--- config.mk ---
export PLATFORM = sky130hd
export DESIGN_NAME = oiip_top
export DESIGN_NICKNAME = d
export VERILOG_FILES = /design/src/core/oiip_pkg.sv /design/src/core/oiip_filter.sv /design/src/core/oiip_index_count.sv /design/src/core/oiip_top.sv
export SDC_FILE = /design/constraint.sdc
export NUM_CORES = 1
export LEC_CHECK = 0
export ABC_AREA = 1
export BUFFER_PORTS_ARGS = -buffer_cell sky130_fd_sc_hd__buf_4
export CORE_MARGIN = 5
export CORE_UTILIZATION = 38
export CTS_CLUSTER_SIZE = 25
export DETAILED_ROUTE_END_ITERATION = 10
export PLACE_DENSITY_LB_ADDON = 0.1
export SLEW_MARGIN = 20
export SYNTH_ARGS = -nofsm -noshare
export SYNTH_HDL_FRONTEND = slang
export SYNTH_SLANG_ARGS = --single-unit
export TNS_END_PERCENT = 50
--- constraint.sdc ---
create_clock -name clk -period 2.3 [get_ports clk]
set_input_delay 0.69 -clock clk [delete_from_list [all_inputs] [get_ports clk]]
set_output_delay 0.69 -clock clk [all_outputs]
set_load 0.05 [all_outputs]
--- src/core/oiip_pkg.sv ---
// Constants, types and register map for the origin, index and
// in-position input block of one axis.
// Assumes a 10 MHz reference clock and a plain strobe register port.
package oiip_pkg;

  // ****************************************
  // Timing
  // ****************************************
  localparam int CLK_NS = 100;
  localparam int FILT_NS = 4000;
  // Pulses up to and including the filter time are rejected
  localparam int FILT_CYC = (FILT_NS + CLK_NS - 1) / CLK_NS + 1;
  localparam int MIN_CYC = 2;

  // ****************************************
  // Register map
  // ****************************************
  localparam int AW = 8;
  localparam logic [AW-1:0] ADDR_MODE = 8'h00;
  localparam logic [AW-1:0] ADDR_ENV1 = 8'h04;
  localparam logic [AW-1:0] ADDR_ENV2 = 8'h08;
  localparam logic [AW-1:0] ADDR_ENV3 = 8'h0C;
  localparam logic [AW-1:0] ADDR_SUB = 8'h10;
  localparam logic [AW-1:0] ADDR_EXT = 8'h14;
  localparam logic [AW-1:0] ADDR_MAIN = 8'h18;
  localparam logic [31:0] REG_RESET = 32'h0000_0000;

  // ****************************************
  // Field positions
  // ****************************************
  localparam int MODE_W = 7;
  localparam int MODE_DIR_BIT = 3;
  localparam int WAIT_BIT = 9;
  localparam int ORG_POL_BIT = 7;
  localparam int INP_POL_BIT = 22;
  localparam int FILT_BIT = 26;
  localparam int EZ_EDGE_BIT = 23;
  localparam int EZCNT_LSB = 4;
  localparam int EZCNT_W = 4;
  localparam int SUB_ORG_BIT = 14;
  localparam int EXT_EZ_BIT = 10;
  localparam int EXT_INP_BIT = 16;
  localparam int STOP_W = 6;
  localparam int OPST_W = 4;

  // ****************************************
  // Mode codes, positive direction, and the direction bit mask
  // ****************************************
  localparam logic [MODE_W-1:0] MODE_ZERO_RET = 7'h10;
  localparam logic [MODE_W-1:0] MODE_LEAVE_ZERO = 7'h12;
  localparam logic [MODE_W-1:0] MODE_ZERO_SEARCH = 7'h15;
  localparam logic [MODE_W-1:0] MODE_INDEX_CNT = 7'h24;
  localparam logic [MODE_W-1:0] MODE_DIR_MASK = 7'h08;

  // ****************************************
  // Operation state codes
  // ****************************************
  localparam logic [OPST_W-1:0] OPST_IDLE = 4'h0;
  localparam logic [OPST_W-1:0] OPST_RUN = 4'h1;
  localparam logic [OPST_W-1:0] OPST_WAIT = 4'h2;

  typedef enum logic [2:0] {
    ST_IDLE = 3'h1,
    ST_RUN = 3'h2,
    ST_WAIT = 3'h4
  } oiip_state_t;

  typedef struct packed {
    logic mode_on;
    logic org_high;
    logic inp_high;
    logic ez_rise;
    logic filt_env1;
    logic filt_env2;
    logic wait_inp;
    logic [EZCNT_W-1:0] ez_target;
  } oiip_cfg_t;

endpackage : oiip_pkg

--- src/core/oiip_filter.sv ---
// Level filter for one sensor input.
// Assumes the input is already synchronous to clk.
`timescale 1ns/100ps
`default_nettype none
module oiip_filter #(
  parameter int LONG_CYC = oiip_pkg::FILT_CYC,
  parameter int SHORT_CYC = oiip_pkg::MIN_CYC
) (
  // Clock and reset
  input wire logic clk,
  input wire logic reset,
  // Control
  input wire logic filt_en,
  // Level
  input wire logic raw,
  output logic level_q
);

  localparam int CW = $clog2(LONG_CYC + 1);
  localparam logic [CW-1:0] LONG_M1 = CW'(LONG_CYC - 1);
  localparam logic [CW-1:0] SHORT_M1 = CW'(SHORT_CYC - 1);

  // A one-cycle window would let single-cycle glitches through
  if (SHORT_CYC < 2 || LONG_CYC < SHORT_CYC) begin : g_bad_len
    $error("oiip_filter: bad filter lengths");
  end

  logic [CW-1:0] cnt_q;
  logic [CW-1:0] limit;

  assign limit = filt_en ? LONG_M1 : SHORT_M1;

  always_ff @(posedge clk) begin
    if (reset) begin
      cnt_q <= '0;
      level_q <= 1'b0;
    end else if (raw == level_q) begin
      cnt_q <= '0;
    end else if (cnt_q >= limit) begin
      cnt_q <= '0;
      level_q <= raw;
    end else begin
      cnt_q <= cnt_q + CW'(1);
    end
  end
endmodule : oiip_filter
`default_nettype wire

--- src/core/oiip_index_count.sv ---
// Counter of active index edges toward a programmed target.
// Assumes a filtered, synchronous index level.
`timescale 1ns/100ps
`default_nettype none
module oiip_index_count #(
  parameter int CNT_W = oiip_pkg::EZCNT_W
) (
  // Clock and reset
  input wire logic clk,
  input wire logic reset,
  // Control
  input wire logic clear,
  input wire logic enable,
  input wire logic rise_sel,
  input wire logic [CNT_W-1:0] target,
  // Index level
  input wire logic level,
  // Result
  output logic reached_q
);

  // A counter needs at least one bit
  if (CNT_W < 1) begin : g_bad_width
    $error("oiip_index_count: bad width");
  end

  logic prev_q;
  logic done_q;
  logic [CNT_W-1:0] cnt_q;
  logic edge_hit;

  assign edge_hit = rise_sel ? (level && !prev_q) : (!level && prev_q);

  always_ff @(posedge clk) begin
    if (reset) begin
      prev_q <= 1'b0;
    end else begin
      prev_q <= level;
    end
  end

  always_ff @(posedge clk) begin
    if (reset || clear) begin
      cnt_q <= '0;
      done_q <= 1'b0;
      reached_q <= 1'b0;
    end else begin
      reached_q <= 1'b0;
      if (enable && edge_hit && !done_q) begin
        cnt_q <= cnt_q + CNT_W'(1);
        if (cnt_q == target) begin
          done_q <= 1'b1;
          reached_q <= 1'b1;
        end
      end
    end
  end
endmodule : oiip_index_count
`default_nettype wire

--- src/core/oiip_top.sv ---
// Origin, index and in-position input handling for one axis.
// Assumes synchronous sensor pins, a motion core that reports start and
// end of pulse output, and a single-cycle strobe register port.
//
// Chosen here: the address map and strobed register access.
`timescale 1ns/100ps
`default_nettype none
module oiip_top #(
  parameter int FILT_CYC = oiip_pkg::FILT_CYC,
  parameter int MIN_CYC = oiip_pkg::MIN_CYC
) (
  // Clock and reset
  input wire logic clk,
  input wire logic reset,
  // Register port
  input wire logic [oiip_pkg::AW-1:0] addr,
  input wire logic [31:0] wr_data,
  input wire logic wr_en,
  input wire logic rd_en,
  output logic [31:0] rd_data_q,
  // Sensor pins
  input wire logic origin_sensor_in,
  input wire logic encoder_index_in,
  input wire logic in_position_in,
  // Motion core
  input wire logic op_start,
  input wire logic pulse_done,
  input wire logic [oiip_pkg::STOP_W-1:0] stop_cause,
  // Results
  output logic busy_out_n,
  output logic op_done_q,
  output logic origin_latched_q,
  output logic index_reached_q
);

  // A short window under two cycles, or a long window shorter than the short one, is refused while building the block
  if (MIN_CYC < 2 || FILT_CYC < MIN_CYC) begin : g_bad_len
    $error("oiip_top: bad filter lengths");
  end

  // ****************************************
  // Configuration registers
  // ****************************************
  logic [31:0] mode_q;
  logic [31:0] env1_q;
  logic [31:0] env2_q;
  logic [31:0] env3_q;
  oiip_pkg::oiip_cfg_t cfg;
  logic [oiip_pkg::MODE_W-1:0] mode_pos;

  always_ff @(posedge clk) begin
    if (reset) begin
      mode_q <= oiip_pkg::REG_RESET;
      env1_q <= oiip_pkg::REG_RESET;
      env2_q <= oiip_pkg::REG_RESET;
      env3_q <= oiip_pkg::REG_RESET;
    end else if (wr_en) begin
      if (addr == oiip_pkg::ADDR_MODE) begin
        mode_q <= wr_data;
      end else if (addr == oiip_pkg::ADDR_ENV1) begin
        env1_q <= wr_data;
      end else if (addr == oiip_pkg::ADDR_ENV2) begin
        env2_q <= wr_data;
      end else if (addr == oiip_pkg::ADDR_ENV3) begin
        env3_q <= wr_data;
      end
    end
  end

  assign mode_pos = mode_q[oiip_pkg::MODE_W-1:0] & ~oiip_pkg::MODE_DIR_MASK;

  assign cfg.mode_on = (mode_pos == oiip_pkg::MODE_ZERO_RET) ||
                       (mode_pos == oiip_pkg::MODE_LEAVE_ZERO) ||
                       (mode_pos == oiip_pkg::MODE_ZERO_SEARCH) ||
                       (mode_pos == oiip_pkg::MODE_INDEX_CNT);
  assign cfg.org_high = env1_q[oiip_pkg::ORG_POL_BIT];
  assign cfg.inp_high = env1_q[oiip_pkg::INP_POL_BIT];
  assign cfg.ez_rise = env2_q[oiip_pkg::EZ_EDGE_BIT];
  assign cfg.filt_env1 = env1_q[oiip_pkg::FILT_BIT];
  assign cfg.filt_env2 = env2_q[oiip_pkg::FILT_BIT];
  assign cfg.wait_inp = mode_q[oiip_pkg::WAIT_BIT];
  assign cfg.ez_target = env3_q[oiip_pkg::EZCNT_LSB +: oiip_pkg::EZCNT_W];

  // ****************************************
  // Input polarity and filters
  // ****************************************
  logic org_raw;
  logic inp_raw;
  logic org_act;
  logic inp_act;
  logic ez_lvl;
  logic ez_act;

  // Origin and in-position polarity is applied before filtering; the index filter sees the raw pin
  assign org_raw = cfg.org_high ? origin_sensor_in : !origin_sensor_in;
  assign inp_raw = cfg.inp_high ? in_position_in : !in_position_in;

  oiip_filter #(
    .LONG_CYC(FILT_CYC),
    .SHORT_CYC(MIN_CYC)
  ) u_org_filt (
    .clk(clk),
    .reset(reset),
    .filt_en(cfg.filt_env1),
    .raw(org_raw),
    .level_q(org_act)
  );

  oiip_filter #(
    .LONG_CYC(FILT_CYC),
    .SHORT_CYC(MIN_CYC)
  ) u_inp_filt (
    .clk(clk),
    .reset(reset),
    .filt_en(cfg.filt_env1),
    .raw(inp_raw),
    .level_q(inp_act)
  );

  oiip_filter #(
    .LONG_CYC(FILT_CYC),
    .SHORT_CYC(MIN_CYC)
  ) u_ez_filt (
    .clk(clk),
    .reset(reset),
    .filt_en(cfg.filt_env2),
    .raw(encoder_index_in),
    .level_q(ez_lvl)
  );

  assign ez_act = cfg.ez_rise ? ez_lvl : !ez_lvl;

  // ****************************************
  // Origin latch and index count
  // ****************************************
  logic run_clear;

  assign run_clear = op_start || pulse_done;

  always_ff @(posedge clk) begin
    if (reset) begin
      origin_latched_q <= 1'b0;
    end else if (cfg.mode_on && org_act) begin
      origin_latched_q <= 1'b1;
    end else if (pulse_done) begin
      origin_latched_q <= 1'b0;
    end
  end

  oiip_index_count #(
    .CNT_W(oiip_pkg::EZCNT_W)
  ) u_index (
    .clk(clk),
    .reset(reset),
    .clear(run_clear),
    .enable(cfg.mode_on),
    .rise_sel(cfg.ez_rise),
    .target(cfg.ez_target),
    .level(ez_lvl),
    .reached_q(index_reached_q)
  );

  // ****************************************
  // Completion gating
  // ****************************************
  oiip_pkg::oiip_state_t st_q;
  logic [oiip_pkg::STOP_W-1:0] cause_q;
  logic [oiip_pkg::STOP_W-1:0] stop_bits_q;
  logic [oiip_pkg::OPST_W-1:0] opst_q;
  logic finish;

  // no delay when already in position
  assign finish = ((st_q == oiip_pkg::ST_RUN) && pulse_done &&
                   (!cfg.wait_inp || inp_act)) ||
                  ((st_q == oiip_pkg::ST_WAIT) && inp_act);

  always_ff @(posedge clk) begin
    if (reset) begin
      st_q <= oiip_pkg::ST_IDLE;
    end else begin
      case (st_q)
        oiip_pkg::ST_IDLE: begin
          if (op_start) begin
            st_q <= oiip_pkg::ST_RUN;
          end
        end
        oiip_pkg::ST_RUN: begin
          if (finish) begin
            st_q <= oiip_pkg::ST_IDLE;
          end else if (pulse_done) begin
            st_q <= oiip_pkg::ST_WAIT;
          end
        end
        oiip_pkg::ST_WAIT: begin
          if (finish) begin
            st_q <= oiip_pkg::ST_IDLE;
          end
        end
        default: begin
          st_q <= oiip_pkg::ST_IDLE;
        end
      endcase
    end
  end

  always_ff @(posedge clk) begin
    if (reset) begin
      cause_q <= '0;
    end else if (pulse_done && (st_q == oiip_pkg::ST_RUN)) begin
      cause_q <= stop_cause;
    end
  end

  always_ff @(posedge clk) begin
    if (reset) begin
      busy_out_n <= 1'b1;
      op_done_q <= 1'b0;
      stop_bits_q <= '0;
      opst_q <= oiip_pkg::OPST_IDLE;
    end else begin
      op_done_q <= finish;
      if (finish) begin
        busy_out_n <= 1'b1;
        opst_q <= oiip_pkg::OPST_IDLE;
        stop_bits_q <= (st_q == oiip_pkg::ST_RUN) ? stop_cause : cause_q;
      end else if ((st_q == oiip_pkg::ST_IDLE) && op_start) begin
        busy_out_n <= 1'b0;
        opst_q <= oiip_pkg::OPST_RUN;
      end else if ((st_q == oiip_pkg::ST_RUN) && pulse_done) begin
        opst_q <= oiip_pkg::OPST_WAIT;
      end
    end
  end

  // ****************************************
  // Status read
  // ****************************************
  logic [31:0] sub_word;
  logic [31:0] ext_word;
  logic [31:0] main_word;

  always_comb begin
    sub_word = 32'h0000_0000;
    sub_word[oiip_pkg::SUB_ORG_BIT] = org_act;
  end

  always_comb begin
    ext_word = 32'h0000_0000;
    ext_word[oiip_pkg::OPST_W-1:0] = opst_q;
    ext_word[oiip_pkg::EXT_EZ_BIT] = ez_act;
    ext_word[oiip_pkg::EXT_INP_BIT] = inp_act;
  end

  always_comb begin
    main_word = 32'h0000_0000;
    main_word[oiip_pkg::STOP_W-1:0] = stop_bits_q;
  end

  // Unmapped addresses read as zero, never stall
  always_ff @(posedge clk) begin
    if (reset) begin
      rd_data_q <= 32'h0000_0000;
    end else if (!rd_en) begin
      rd_data_q <= 32'h0000_0000;
    end else if (addr == oiip_pkg::ADDR_MODE) begin
      rd_data_q <= mode_q;
    end else if (addr == oiip_pkg::ADDR_ENV1) begin
      rd_data_q <= env1_q;
    end else if (addr == oiip_pkg::ADDR_ENV2) begin
      rd_data_q <= env2_q;
    end else if (addr == oiip_pkg::ADDR_ENV3) begin
      rd_data_q <= env3_q;
    end else if (addr == oiip_pkg::ADDR_SUB) begin
      rd_data_q <= sub_word;
    end else if (addr == oiip_pkg::ADDR_EXT) begin
      rd_data_q <= ext_word;
    end else if (addr == oiip_pkg::ADDR_MAIN) begin
      rd_data_q <= main_word;
    end else begin
      rd_data_q <= 32'h0000_0000;
    end
  end
endmodule : oiip_top
`default_nettype wire

==> results of run 1 <==
-- stage by stage --
step | std cells | setup slack, ns | total power [W] | hold slack, ns | cell area (um^2)
global route | 1538 | 0.3265 | 0.009038 | 0.4359 | 10680
finish | 1538 | 0.4920 | 0.008696 | 0.4351 | 10680
CTS | 1538 | 0.4581 | 0.008792 | 0.4133 | 10680
floorplan | 1150 | 0.5485 | 0.004333 | 0.4297 | 8715
global placement | 1493 | 0.1895 | 0.004598 | 0.4474 | 9796
detailed placement | 1493 | 0.1426 | 0.004600 | 0.4504 | 9796
-- synth_stat cells (8+ instances only) --
cell type,count,area share (%)
sky130_fd_sc_hd__a21oi_1,142,8.2
sky130_fd_sc_hd__a31oi_1,25,1.8
sky130_fd_sc_hd__buf_2,27,1.6
sky130_fd_sc_hd__buf_6,8,1.0
sky130_fd_sc_hd__clkbuf_1,32,1.4
sky130_fd_sc_hd__dfxtp_1,208,48
sky130_fd_sc_hd__ha_1,13,1.9
sky130_fd_sc_hd__inv_1,69,3.0
sky130_fd_sc_hd__nand2_1,193,8.3
sky130_fd_sc_hd__nand3_1,100,5.7
sky130_fd_sc_hd__nand4_1,10,0.72
sky130_fd_sc_hd__nor2_1,118,5.1
sky130_fd_sc_hd__nor3_1,21,1.2
sky130_fd_sc_hd__o21ai_0,117,6.7
sky130_fd_sc_hd__o21ai_1,10,0.57
sky130_fd_sc_hd__xnor2_1,10,1.0
sky130_fd_sc_hd__xor2_1,10,1.0
-- power by group --
part / total [W] / switching, W / internal, W
logic: 0.000732 / 0.000452 / 0.000280
registers: 0.00379 / 0.0000921 / 0.00369
clock network: 0.00418 / 0.00155 / 0.00263
-- worst max path at each step --
| stage | from | endpoint | slack (ns) | cells after the start |
|---|---|---|---|---|
| floorplan | addr[5] | env1_q[0]$_SDFFE_PP0P_ | 0.55 | 9 |
| global placement | addr[5] | rd_data_q[2]$_SDFF_PP0_ | 0.19 | 8 |
| detailed placement | addr[5] | rd_data_q[0]$_SDFF_PP0_ | 0.14 | 8 |
| CTS | rd_data_q[31]$_SDFF_PP0_ | rd_data_q[31] | 0.46 | 1 |
| global route | env1_q[26]$_SDFFE_PP0P_ | u_inp_filt.cnt_q[0]$_SDFF_PP0_ | 0.33 | 8 |
| finish | env1_q[26]$_SDFFE_PP0P_ | u_org_filt.cnt_q[5]$_SDFF_PP0_ | 0.49 | 8 |
-- sequential cells by signal, indices dropped and copies added (netlist names), 2 cells and up --
| name | cells |
|---|---|
| rd_data_q | 32 |
| u_org_filt.cnt_q | 6 |
| stop_bits_q | 6 |
| mode_q | 32 |
| st_q | 3 |
| opst_q | 2 |
| env2_q | 32 |
| u_index.cnt_q | 4 |
| u_inp_filt.cnt_q | 6 |
| env1_q | 32 |
| env3_q | 32 |
| cause_q | 6 |
| u_ez_filt.cnt_q | 6 |
-- routing by layer --
| metal | track usage [%] | up-vias | wire length [um] |
|---|---|---|---|
| met4 | 4.498 | 0 | 382 |
| li1 | - | 4000 | - |
| met1 | 26.11 | 3697 | 11980 |
| met3 | 2.883 | 29 | 1282 |
| met2 | 31.96 | 198 | 11700 |
| met5 | 0 | - | 0 |
-- cells by family after synthesis --
family / share of synthesized area [%]
compound gates: 17.32
xor+xnor: 2.010
fa+ha+maj: 1.867
buf+inv: 7.753
flops: 47.78
simple gates: 23.27
-- tightest hold or removal path: cells and delay by family --
family          cells  cell delay, ns
compound gates      1            0.10
buf+inv             2            0.12
-- placed cells by master (no fill, tap or decap), drive strengths merged --
master	n
dfxtp	208
nand2	198
a21oi	142
buf	131
o21ai	127
nor2	125
nand3	101
inv	78
clkbuf	33
a31oi	25
nor3	21
ha	13
xor2	10
nand4	10
xnor2	10
clkinv	7
or2	4
bufinv	4
nand3b	4
and3	1
o22ai	1
-- final cells by class --
| type | count | area [um^2] |
|---|---|---|
| Clock buffer | 33 | 715.7 |
| Fill cell | 2245 | 11960 |
| Clock inverter | 12 | 167.7 |
| Sequential cell | 208 | 4164 |
| Multi-Input combinational cell | 792 | 3890 |
| Inverter | 77 | 289.0 |
| Tap cell | 285 | 356.6 |
| Timing Repair Buffer | 131 | 1096 |
==> results, run 1 <==
- The most frequently used flop master after synthesis is sky130_fd_sc_hd__dfxtp_1.
- The time the worst path needs with I/O delays and setup is ~1.8 ns.
- In this run the core area contains 55 standard-cell rows.
- The depth of the most critical reg-to-reg path is 8.
- The maximum clock frequency is around 550 MHz.
- For this design, the sink count on the clock tree is 208.
- TritonCTS built the clock tree.
- In the routed layout, each cell is associated on average with a via count of 5.152.
- The number of cells on the worst hold path is 3.
- The setup clock skew after layout is 0.009401 ns.
- From synthesis to final layout, the design area changed by 22.54%.
- The data arrival time of the critical path is about 2.3 ns.
- The buffers inserted during post-CTS setup optimization is 0.
- The maximum cell stage delay along the critical path is slightly below 0.4 ns.
- The final core utilization is 47.17%.
- For hold timing, the worst endpoint is cause_q[1]$_SDFFE_PP0P_.
- The run finished with clean final reports.
- The per-instance average area after synthesis is between 7 and 8 um^2.
- The critical path goes through inv_1 > ha_1 > nand2_1 > inv_1 > o21ai_0 > nand4_1 > or2_2 > nor2_1.
- For the worst setup path, the data required time is roughly 2.8 ns.
- The congestion estimate from routability-driven global placement came to just under 0.8.
- The remaining routing DRC violations is 0.
- The first global-routing pass estimated just over 40000 um of wire.
- The synthesized netlist occupies a cell area of just under 9000 um^2.
- The routed layout has between 7000 and 8000 vias.
- In the final design database the tool counted around 1300 nets.
- The worst setup path is captured at a register.
- The total routed wirelength is about 25000 um.
- Counting flops with an async set or reset pin after synthesis yields a share of 0%.
- VDD sags by at most 0.4549 mV.
- The first routing iteration left 606 violations.
- In this run the worst path has a maximum fanout of 6.
- Yosys mapped the design onto 32 distinct sky130hd cell types.
- The HPWL after detailed placement is roughly 17000 um.
- The starting utilization of the core area is roughly two fifths.
- The number of setup violations in the final report is 0.
- The worst setup path is of the register to register kind.
- STA classifies the critical path startpoint as a register.
- The number of nets produced by synthesis is 1218.
- Counting along the longest clock path gives a buffer depth of 3.
- The number of nets with antenna violations after routing is 0.
- The beginning of the worst hold path is stop_cause[1].
- Adding up every negative setup slack in the final design gives 0 ns.
- CTS placed an instance of sky130_fd_sc_hd__clkbuf_16 at the clock tree root.
- The number of antenna violations at the first check in global routing came to 0.
- The number of resized instances in the post-cts repair step is 0.
- Counting flops and latches in the post-synthesis netlist gives around 210.
- Among all stages on the critical path, the largest delay is contributed by sky130_fd_sc_hd__or2_2.
- In this run the number of H-tree levels came out at 1.
- The number of antenna cells inserted is 0.
- The worst register-to-register path begins at env1_q[26]$_SDFFE_PP0P_.
- The count of buffers from port buffering is 90.
- The clock latency at the later pin of the worst-skew pair is between 0.5 and 0.6 ns.
- The number of hold buffers added after CTS was 0.
- The placeable core region is 22640 um^2.
- The tool flagged a number of max-cap violations equal to 0.
- Clock-pin slew was measured on the worst setup and hold paths at about 0.06 ns.
- The fraction of the cycle the final worst path needs is about four fifths.
- Entering global routing, the biggest net connects 66 pins.
- The endpoint of the most critical register-to-register path is u_org_filt.cnt_q[5]$_SDFF_PP0_.
- The max-slew violation count is 0.
- In this run the power density over the cells is 814.3 nW/um^2.
- Setup slack on the worst reg-to-reg path comes out at between 0.4 and 0.5 ns.
- The cell seen most often among critical-path stages is sky130_fd_sc_hd__inv_1.
- The sum of buffers and inverters on the critical path is 2.
- The transition time at the pin with the least slew margin is about 0.55 ns.
- The top-level I/O count is a little over 90.
- On the critical path the largest part of the delay comes from simple AND/OR/NAND/NOR gates.
- The global-route total usage across every layer is 19.10%.
- The count of flip-flops with a built-in enable after synthesis is 0.
- Before antenna repair, the detailed router went through 5 iterations.
- The share of the Yosys chip area taken by registers is between 40 and 50%.
- The die area is 26060 um^2.
- The class of the worst hold path is input port to register.
- In this run the tightest slew margin relative to its limit is a little over three fifths.
- The number of CTS-inserted buffers is 25.
- After technology mapping, the gate count stands at around 1200.
- The average wire per cell in the routed design is roughly 16 um.
- Setup repair after global routing left no endpoint under its margin.
- Measured along the x axis, the die boundary spans around 160 um.
- In this run the vertical extent of the chip is between 150 and 200 um.
- The number of global-route vias before repair is between 7000 and 8000.
- The sum of overflow across all layers after global routing is 0.
- The final hold violation count is 0.
- Yosys printed 0 warnings.
- Cells with a size suffix above 1 make up ~16% of the layout.
- The static leakage is approximately 4.2 nW.
No activity file was read; power rests on OpenSTA's default activity.
==> run 2, diff against run 1 <==
ABC_AREA = 0   (was 1)
clock period = 1.7 ns   (was 2.3 ns; I/O delays follow)
==> run 2 against run 1 <==
Synthesized cell count shrank 9.0%. Core utilization up 5.1 points. Non-clock buffer count rose by 63. Area after synthesis down 1.2%. Sequential cell count stayed put. Register-to-register slack worse by 0.73 ns. The flow now finishes with violations (negative setup slack). Power increased by 25%. Sequential share of layout area down 3.5 points. Die area shrank 1.1%. Count of clock-buffer cells in the layout is the same. Sequential power increased by 31%.
==> results, run 2 <==
- The flow ran to the end, but the final reports show violations.
- The final reports fail on negative setup slack.
- The most used flip-flop cell after synthesis is sky130_fd_sc_hd__dfxtp_1.
- The total iterations of the first detailed-routing run is 6.
- The class of the worst hold path is input port to register.
- Leaving out fill and tap cells, the most frequent cell in the layout is sky130_fd_sc_hd__nand2_1.
- The repair_antennas step left the layout with diodes totalling 0.
- The remaining routing DRC violations is 0.
- The number of nets produced by synthesis is 1115.
- Dividing the synthesized area by the synthesized cell count gives between 8 and 9 um^2.
- The count of flip-flops with a built-in enable after synthesis is 0.
- Across the run, the number of max-cap violations was 0.
- The largest net degree at the start of global routing is just over 80.
- Counting distinct cell types in the post-synthesis netlist gives 51.
- The cell accounting for the most synthesized area is sky130_fd_sc_hd__dfxtp_1.
- The worst hold path begins at stop_cause[1].
- CTS built an H-tree with a depth of 1.
- The number of buffers on the longest clock path is 3.
- The average wire per cell in the routed design is 17.35 um.
- The yosys synthesis warning count is 0.
- The depth of the most critical reg-to-reg path is 7.
- The capturing element type of the critical path is a register.
- The setup clock skew after layout is ~0.0086 ns.
- In this run the critical register-to-register path is launched from env1_q[26]$_SDFFE_PP0P_.
- Ranked by total cell area, the synthesized netlist is headed by sky130_fd_sc_hd__dfxtp_1, sky130_fd_sc_hd__nand2_1, sky130_fd_sc_hd__a21oi_1.
- TritonCTS built the clock tree.
- The commonest cells after synthesis are sky130_fd_sc_hd__nand2_1, sky130_fd_sc_hd__dfxtp_1, sky130_fd_sc_hd__a21oi_1.
- The final core utilization is around 52%.
- The number of global-route vias before repair is a little over 7000.
- The die area is approximately 26000 um^2.
- The layout has about 2100 filler cells.
- The synthesized cell area is approximately 8600 um^2.
- The number of synthesized register bits is ~210.
- The final hold violation count is 0.
- The setup check on the worst reg-to-reg path leaves a slack of -0.24 ns.
- The sum of overflow across all layers after global routing is 0.
- The cts-stage hold buffer count is 0.
- The clock tree root driver cell is sky130_fd_sc_hd__clkbuf_16.
- The critical path is of the register to register type.
- After the flow finishes, the layout carries non-filler instances totaling between 1000 and 1500.
- Hold is met by 0.2665 ns.
- The number of antenna violations at the first check in global routing is 0.
- The library cells used most frequently in the layout, excluding fill and tap cells, are sky130_fd_sc_hd__nand2_1, sky130_fd_sc_hd__dfxtp_1, sky130_fd_sc_hd__buf_4, sky130_fd_sc_hd__a21oi_1, sky130_fd_sc_hd__nor2_1.
- The critical path starts at env1_q[26]$_SDFFE_PP0P_.
- Along the worst hold path, the cell count comes to 3.
- Setup repair after global routing could not meet its margin everywhere.
- The initial utilization of the core area, before any placement, comes to 38.25%.
- The setup slack after layout is -0.2362 ns.
- Setup violations remaining at the end of the flow were counted as approximately 80.
- The max-slew violation count is 0.
- In this run the static leakage power is 4.412 nW.
- The maximum clock frequency is ~520 MHz.
- At the pin with the least slew margin, the transition time is 0.6183 ns.
- Row generation in the floorplan step produced 55 rows.
- The top-level I/O count is 91.
- In this run the horizontal extent of the chip is around 160 um.
- The signed area change from the synthesized netlist to the final layout is 36.51%.
- The power density relative to cell area is between 900 and 1000 nW/um^2.
- For this block, the initial DRC count from the detailed router was between 400 and 500.
- The fraction of layout cells with a size suffix above 1 is a little over a quarter.
- For the worst setup path, the data required time is roughly 2.1 ns.
- For this design, the sink count on the clock tree is 208.
- For this run, the register share of the synthesized area comes to 48.37%.
- Synthesis handed over a netlist of between 1000 and 1500 instances.
- The first global-routing pass estimated 39390 um of wire.
- In this run the remaining antenna-violating nets after routing total 0.
- In the routed layout, each cell is associated on average with a via count of 5.060.
- The data arrival time of the critical path is between 2 and 2.5 ns.
- The final RePlAce weighted congestion is ~0.77.
- In this run the worst path has a maximum fanout of 4.
- The most frequent cell after synthesis is sky130_fd_sc_hd__nand2_1.
- The area share of the leading cell type in the synthesized netlist is ~48%.
- The time the worst path needs with I/O delays and setup is about 1.9 ns.
- The worst-case hold path end point is cause_q[1]$_SDFFE_PP0P_.
- The vias after detailed routing is 7575.
- The placeable core region is about 23000 um^2.
- The highest ir drop seen on vdd is 0.6347 mV.
- The global-route total usage across every layer is a little under a fifth.
- Port buffering added 90 buffers.
- The worst slew margin relative to its limit is about three fifths.
- The clock edge transition at the registers on the reported setup and hold paths is 0.06 ns.
- The number of CTS-inserted buffers is 23.
- STA classifies the critical path startpoint as a register.
- The endpoint of the most critical register-to-register path is u_inp_filt.level_q$_SDFFE_PP0P_.
- The total number of nets in the final design is 1264.
- Of all flip-flops after synthesis, the portion carrying an async set or reset was 0%.
- The total routed wirelength is 25970 um.
- The overall die height is about 160 um.
- For the worst-skew pair, the clock arrives at the later sink with an insertion delay of around 0.50 ns.
- The wire-length estimate of the detail-placed layout is 16080 um.
- The fraction of the cycle the final worst path needs is 113.9%.
- Counting tap cells, the placed design contains a total of roughly 1400 instances.
==> run 2: metal layers <==
metal	vias to the layer above	global-route usage, %	part of all wire [%]
li1	3813	-	-
met1	3564	26.21	47
met2	164	30.39	47
met3	34	3.002	4.8
met4	0	4.380	1.5
met5	-	0	0
==> run 2: timing repair <==
action,4_1_cts,5_1_grt
endpoints found under the setup margin,111,167
gates cloned,5,8
buffers inserted,10,7
pin swaps,9,43
resized for setup,29,120
==> run 2: final cells by class <==
cell class	count	area [um^2]	share of cell area [%]
multi-input cells	757	4544	38.67
inverters	12	47.55	0.4046
well taps	285	356.6	3.034
repair buffers	194	1884	16.03
flip-flops and latches	208	4170	35.49
clock buffers	33	683.2	5.813
clock inverters	8	65.06	0.5537
==> run 2: cell families (layout without fill, tap and decap cells) <==
logic type      count (synthesis)  after routing  synth area share [%]
fa+ha+maj                      13             13                 1.890
compound gates                229            229                 14.93
xor+xnor                       23             23                 2.340
buf+inv                        82            247                 4.171
flops                         208            208                 48.37
simple gates                  445            445                 22.82
mux                            47             47                 5.480
==> run 2: power breakdown <==
group	internal, W	switching [W]	total, W
Clock	0.00293	0.00197	0.00490
Combinational	0.000446	0.000534	0.000980
Sequential	0.00493	0.0000450	0.00498
Total	0.00831	0.00255	0.0109
==> run 2: critical path: stages, from the launching register on <==
cell and delay (ns):
sky130_fd_sc_hd__dfxtp_2 0.33, sky130_fd_sc_hd__inv_4 0.09, sky130_fd_sc_hd__ha_4 0.20, sky130_fd_sc_hd__or4b_4 0.47
sky130_fd_sc_hd__a211o_1 0.30, sky130_fd_sc_hd__a21oi_4 0.20, sky130_fd_sc_hd__or2_4 0.16, sky130_fd_sc_hd__a21oi_2 0.05
==> run 2: through the flow <==
step	power [W]	cell area [um^2]	TNS, ns	setup WS (ns)
after floorplan	0.005554	8740	-50.52	-0.4389
after global placement	0.005973	10110	-85.18	-0.5682
after detailed placement	0.005972	10110	-88.44	-0.6171
after CTS	0.01094	11150	-5.980	-0.2305
after global routing	0.01129	11750	-14.42	-0.2881
final	0.01086	11750	-7.689	-0.2362
==> run 2: worst max-delay path by stage <==
stage | to | slack (ns) | depth (start not counted)
6_report | u_inp_filt.level_q$_SDFFE_PP0P_ | -0.24 | 7
5_1_grt | u_ez_filt.cnt_q[5]$_SDFF_PP0_ | -0.29 | 8
4_1_cts | u_inp_filt.level_q$_SDFFE_PP0P_ | -0.23 | 7
3_5_place_dp | env3_q[15]$_SDFFE_PP0P_ | -0.62 | 7
3_3_place_gp | env3_q[0]$_SDFFE_PP0P_ | -0.57 | 7
2_1_floorplan | env3_q[11]$_SDFFE_PP0P_ | -0.44 | 7
==> run 3, diff against run 2 <==
CELL_PAD_IN_SITES_DETAIL_PLACEMENT = 1   (was unset)
CELL_PAD_IN_SITES_GLOBAL_PLACEMENT = 1   (was unset)
==> run 3 against run 2 <==
The flow still finishes with violations (negative setup slack). Via count increased by 7.0%. Die area unchanged. Register-to-register slack got worse by 0.06 ns. Sequential cell count unchanged. Global-route usage increased by 3.7 points. Maximum frequency decreased by 2.8%. Clock skew increased by 0.0052 ns. Cell count increased by 0.87%. Non-clock buffer count increased by 15. Sequential power about the same. Critical path depth increased by 1. Power increased by 3.1%. Critical path type unchanged. Critical endpoint is now u_ez_filt.cnt_q[4]$_SDFF_PP0_.
==> results, run 3 (synthesis gave the netlist of run 2 again) <==
- The flow ran to the end, but the final reports show violations.
- The final reports fail on negative setup slack.
- During I/O placement, the number of pins put on the boundary was 91.
- In this run, placement finished with an instance count of between 1000 and 1500.
- Across the run, the number of max-cap violations was 0.
- Static timing analysis puts the maximum clock frequency at between 500 and 600 MHz.
- The final hold violation count was 0.
- The clock tree root driver cell is sky130_fd_sc_hd__clkbuf_16.
- The number of CTS-inserted buffers is 23.
- The number of setup violations in the final report is 181.
- The number of antenna violations at the first check in global routing came to 0.
- Summed over all layers, the global routing overflow is 0.
- The final RePlAce weighted congestion is 0.7989.
- The setup path with the least slack is of type register to register.
- Clock-pin slew was measured on the worst setup and hold paths at ~0.060 ns.
- For this block, the routed nets add up to between 30000 and 40000 um of wire.
- The time the worst path needs with I/O delays and setup is 1.992 ns.
- The die area is 25760 um^2.
- TritonCTS built the clock tree.
- The starting utilization of the core area is 38.25%.
- The fraction of layout cells with a size suffix above 1 is a little under two fifths.
- The total number of nets in the final design is between 1000 and 1500.
- The data required time of the worst path is approximately 2.2 ns.
- For this design the ratio of total power to cell area is 880.8 nW/um^2.
- The slowest stage of the critical path is the sky130_fd_sc_hd__or4b_4 cell.
- The cts-stage hold buffer count is 0.
- The maximum cell stage delay along the critical path is between 0.4 and 0.5 ns.
- After layout, the worst path uses 117.2% of the clock period.
- Detailed placement ended at an HPWL of ~18000 um.
- The data arrival time of the critical path is ~2.4 ns.
- The first routing iteration left 575 violations.
- From synthesis to final layout, the design area changed by 47.70%.
- The first global-routing pass estimated ~46000 um of wire.
- The critical path starts at env2_q[26]$_SDFFE_PP0P_.
- The core region is between 20000 and 25000 um^2.
- The routed layout has just over 8000 vias.
- The startpoint of the worst-slack reg-to-reg timing path is env2_q[26]$_SDFFE_PP0P_.
- The beginning of the worst hold path is stop_cause[3].
- The worst setup path is captured at a register.
- Input and output buffers added on the ports amount to 90.
- The number of buffers on the longest clock path is 3.
- Dividing the detail-routed via count by the number of cells gives ~5.4.
- The number of placement rows is 55.
- The die is roughly 160 um tall.
- The repair_antennas step left the layout with diodes totalling 0.
- The clock net in this run drives a total of between 200 and 250 sinks.
- After the flow finishes, the layout carries non-filler instances totaling between 1500 and 2000.
- The setup clock skew after layout is about 0.014 ns.
- The worst setup path is launched from a register.
- The static leakage is 4.696 nW.
- The cell family with the largest share of critical-path delay is simple AND/OR/NAND/NOR gates.
- The sum of buffers and inverters on the critical path is 2.
- The total iterations of the first detailed-routing run is 5.
- The die is ~160 um wide.
- The transition time at the pin with the least slew margin is 0.6094 ns.
- Global routing used between 20% and 30% of the available tracks.
- For the worst-skew pair, the clock arrives at the later sink with an insertion delay of around 0.52 ns.
- In this run the number of H-tree levels came out at 1.
- Measured against its own limit, the worst slew margin works out to roughly three fifths.
- The number of global-route vias before repair came to 8445.
- Setup repair after global routing could not meet its margin everywhere.
- The setup slack after layout is -0.2921 ns.
- The class of the worst hold path is input port to register.
- Traced cell by cell, the critical path runs through inv_2 > ha_4 > or4b_4 > a211o_1 > a21oi_2 > buf_4 > nand2_4 > nor2_1.
- Once detail routing completed, the nets flagged for antenna violations numbered 0.
- Along the worst path, the maximum fanout reaches 5.
- The max-slew violation count came to 0.
- The remaining routing DRC violations is 0.
- Entering global routing, the biggest net connects slightly above 70 pins.
- In the layout the commonest cells are sky130_fd_sc_hd__dfxtp_1, sky130_fd_sc_hd__nand2_1, sky130_fd_sc_hd__buf_4, sky130_fd_sc_hd__nor2_1, sky130_fd_sc_hd__a21oi_1.
- The worst-case IR drop observed on VDD is about 0.65 mV.
- The completed layout was analyzed and its total power is 0.01120 W.
- Leaving out fill and tap cells, the most frequent cell in the layout is sky130_fd_sc_hd__dfxtp_1.
- The average wire per cell in the routed design is 21.54 um.
run 3: cell types whose count changed in the layout (fill, tap and decap cells not counted), moves of 9 or more:
cell,change
sky130_fd_sc_hd__nand2_2,+36
sky130_fd_sc_hd__a21oi_1,-28
sky130_fd_sc_hd__buf_4,-9
sky130_fd_sc_hd__buf_12,+14
sky130_fd_sc_hd__nand2_4,+35
sky130_fd_sc_hd__o21ai_2,+9
sky130_fd_sc_hd__nand2_1,-72
sky130_fd_sc_hd__a21oi_2,+28
run 3: metal layers:
metal	track usage, %	wire length [um]	vias up
met5	0	0	-
met4	6.766	949	0
met3	3.208	1319	70
met2	38.87	16350	187
met1	28.98	13910	4003
li1	-	-	3847
run 3: final timing paths:
kind,slack (ns),cells after the start,to
worst max-delay path,-0.29,8,u_ez_filt.cnt_q[4]$_SDFF_PP0_
worst max register to register,-0.29,8,u_ez_filt.cnt_q[4]$_SDFF_PP0_
worst min-delay path,0.26,3,cause_q[3]$_SDFFE_PP0P_
worst min register to register,0.46,2,cause_q[1]$_SDFFE_PP0P_
run 3: cell type report:
| cell class | count | area [um^2] |
|---|---|---|
| timing repair buffer | 209 | 2291 |
| inverter | 12 | 47.55 |
| tap | 285 | 356.6 |
| multi-input combinational | 757 | 5070 |
| sequential | 208 | 4173 |
| fill | 2521 | 9788 |
| clock inverter | 7 | 87.58 |
| clock buffer | 32 | 689.4 |
run 3: metrics by stage:
step                      setup WS, ns  utilization (%)  hold slack, ns  setup TNS [ns]  area (um^2)
after global routing           -0.3551            56.50          0.2472          -39.47        12710
after global placement         -0.6036            45.09          0.4382          -89.10        10150
after detailed placement       -0.7394            45.09          0.4440          -98.48        10150
after floorplan                -0.4389                -          0.4025          -50.52         8740
final                          -0.2921            56.50          0.2554          -29.88        12710
after CTS                      -0.2804            52.52          0.2449          -19.04        11820
run 3: worst min-delay path, cell delays in order:
cell and delay (ns):
sky130_fd_sc_hd__buf_4 0.11, sky130_fd_sc_hd__nand2_1 0.05, sky130_fd_sc_hd__a21oi_1 0.05
run 3: what timing repair did:
| item | 4_1_cts | 5_1_grt |
|---|---|---|
| buffers inserted | 19 | 5 |
| pin swaps | 115 | 78 |
| endpoints found under the setup margin | 146 | 190 |
| gates cloned | 11 | 10 |
| gates resized for setup | 140 | 192 |
run 3: report_power, final:
group | leakage [nW] | switching [W] | internal, W
Sequential | 1.68 | 0.0000504 | 0.00493
Clock | 0.386 | 0.00206 | 0.00311
Combinational | 2.63 | 0.000581 | 0.000467
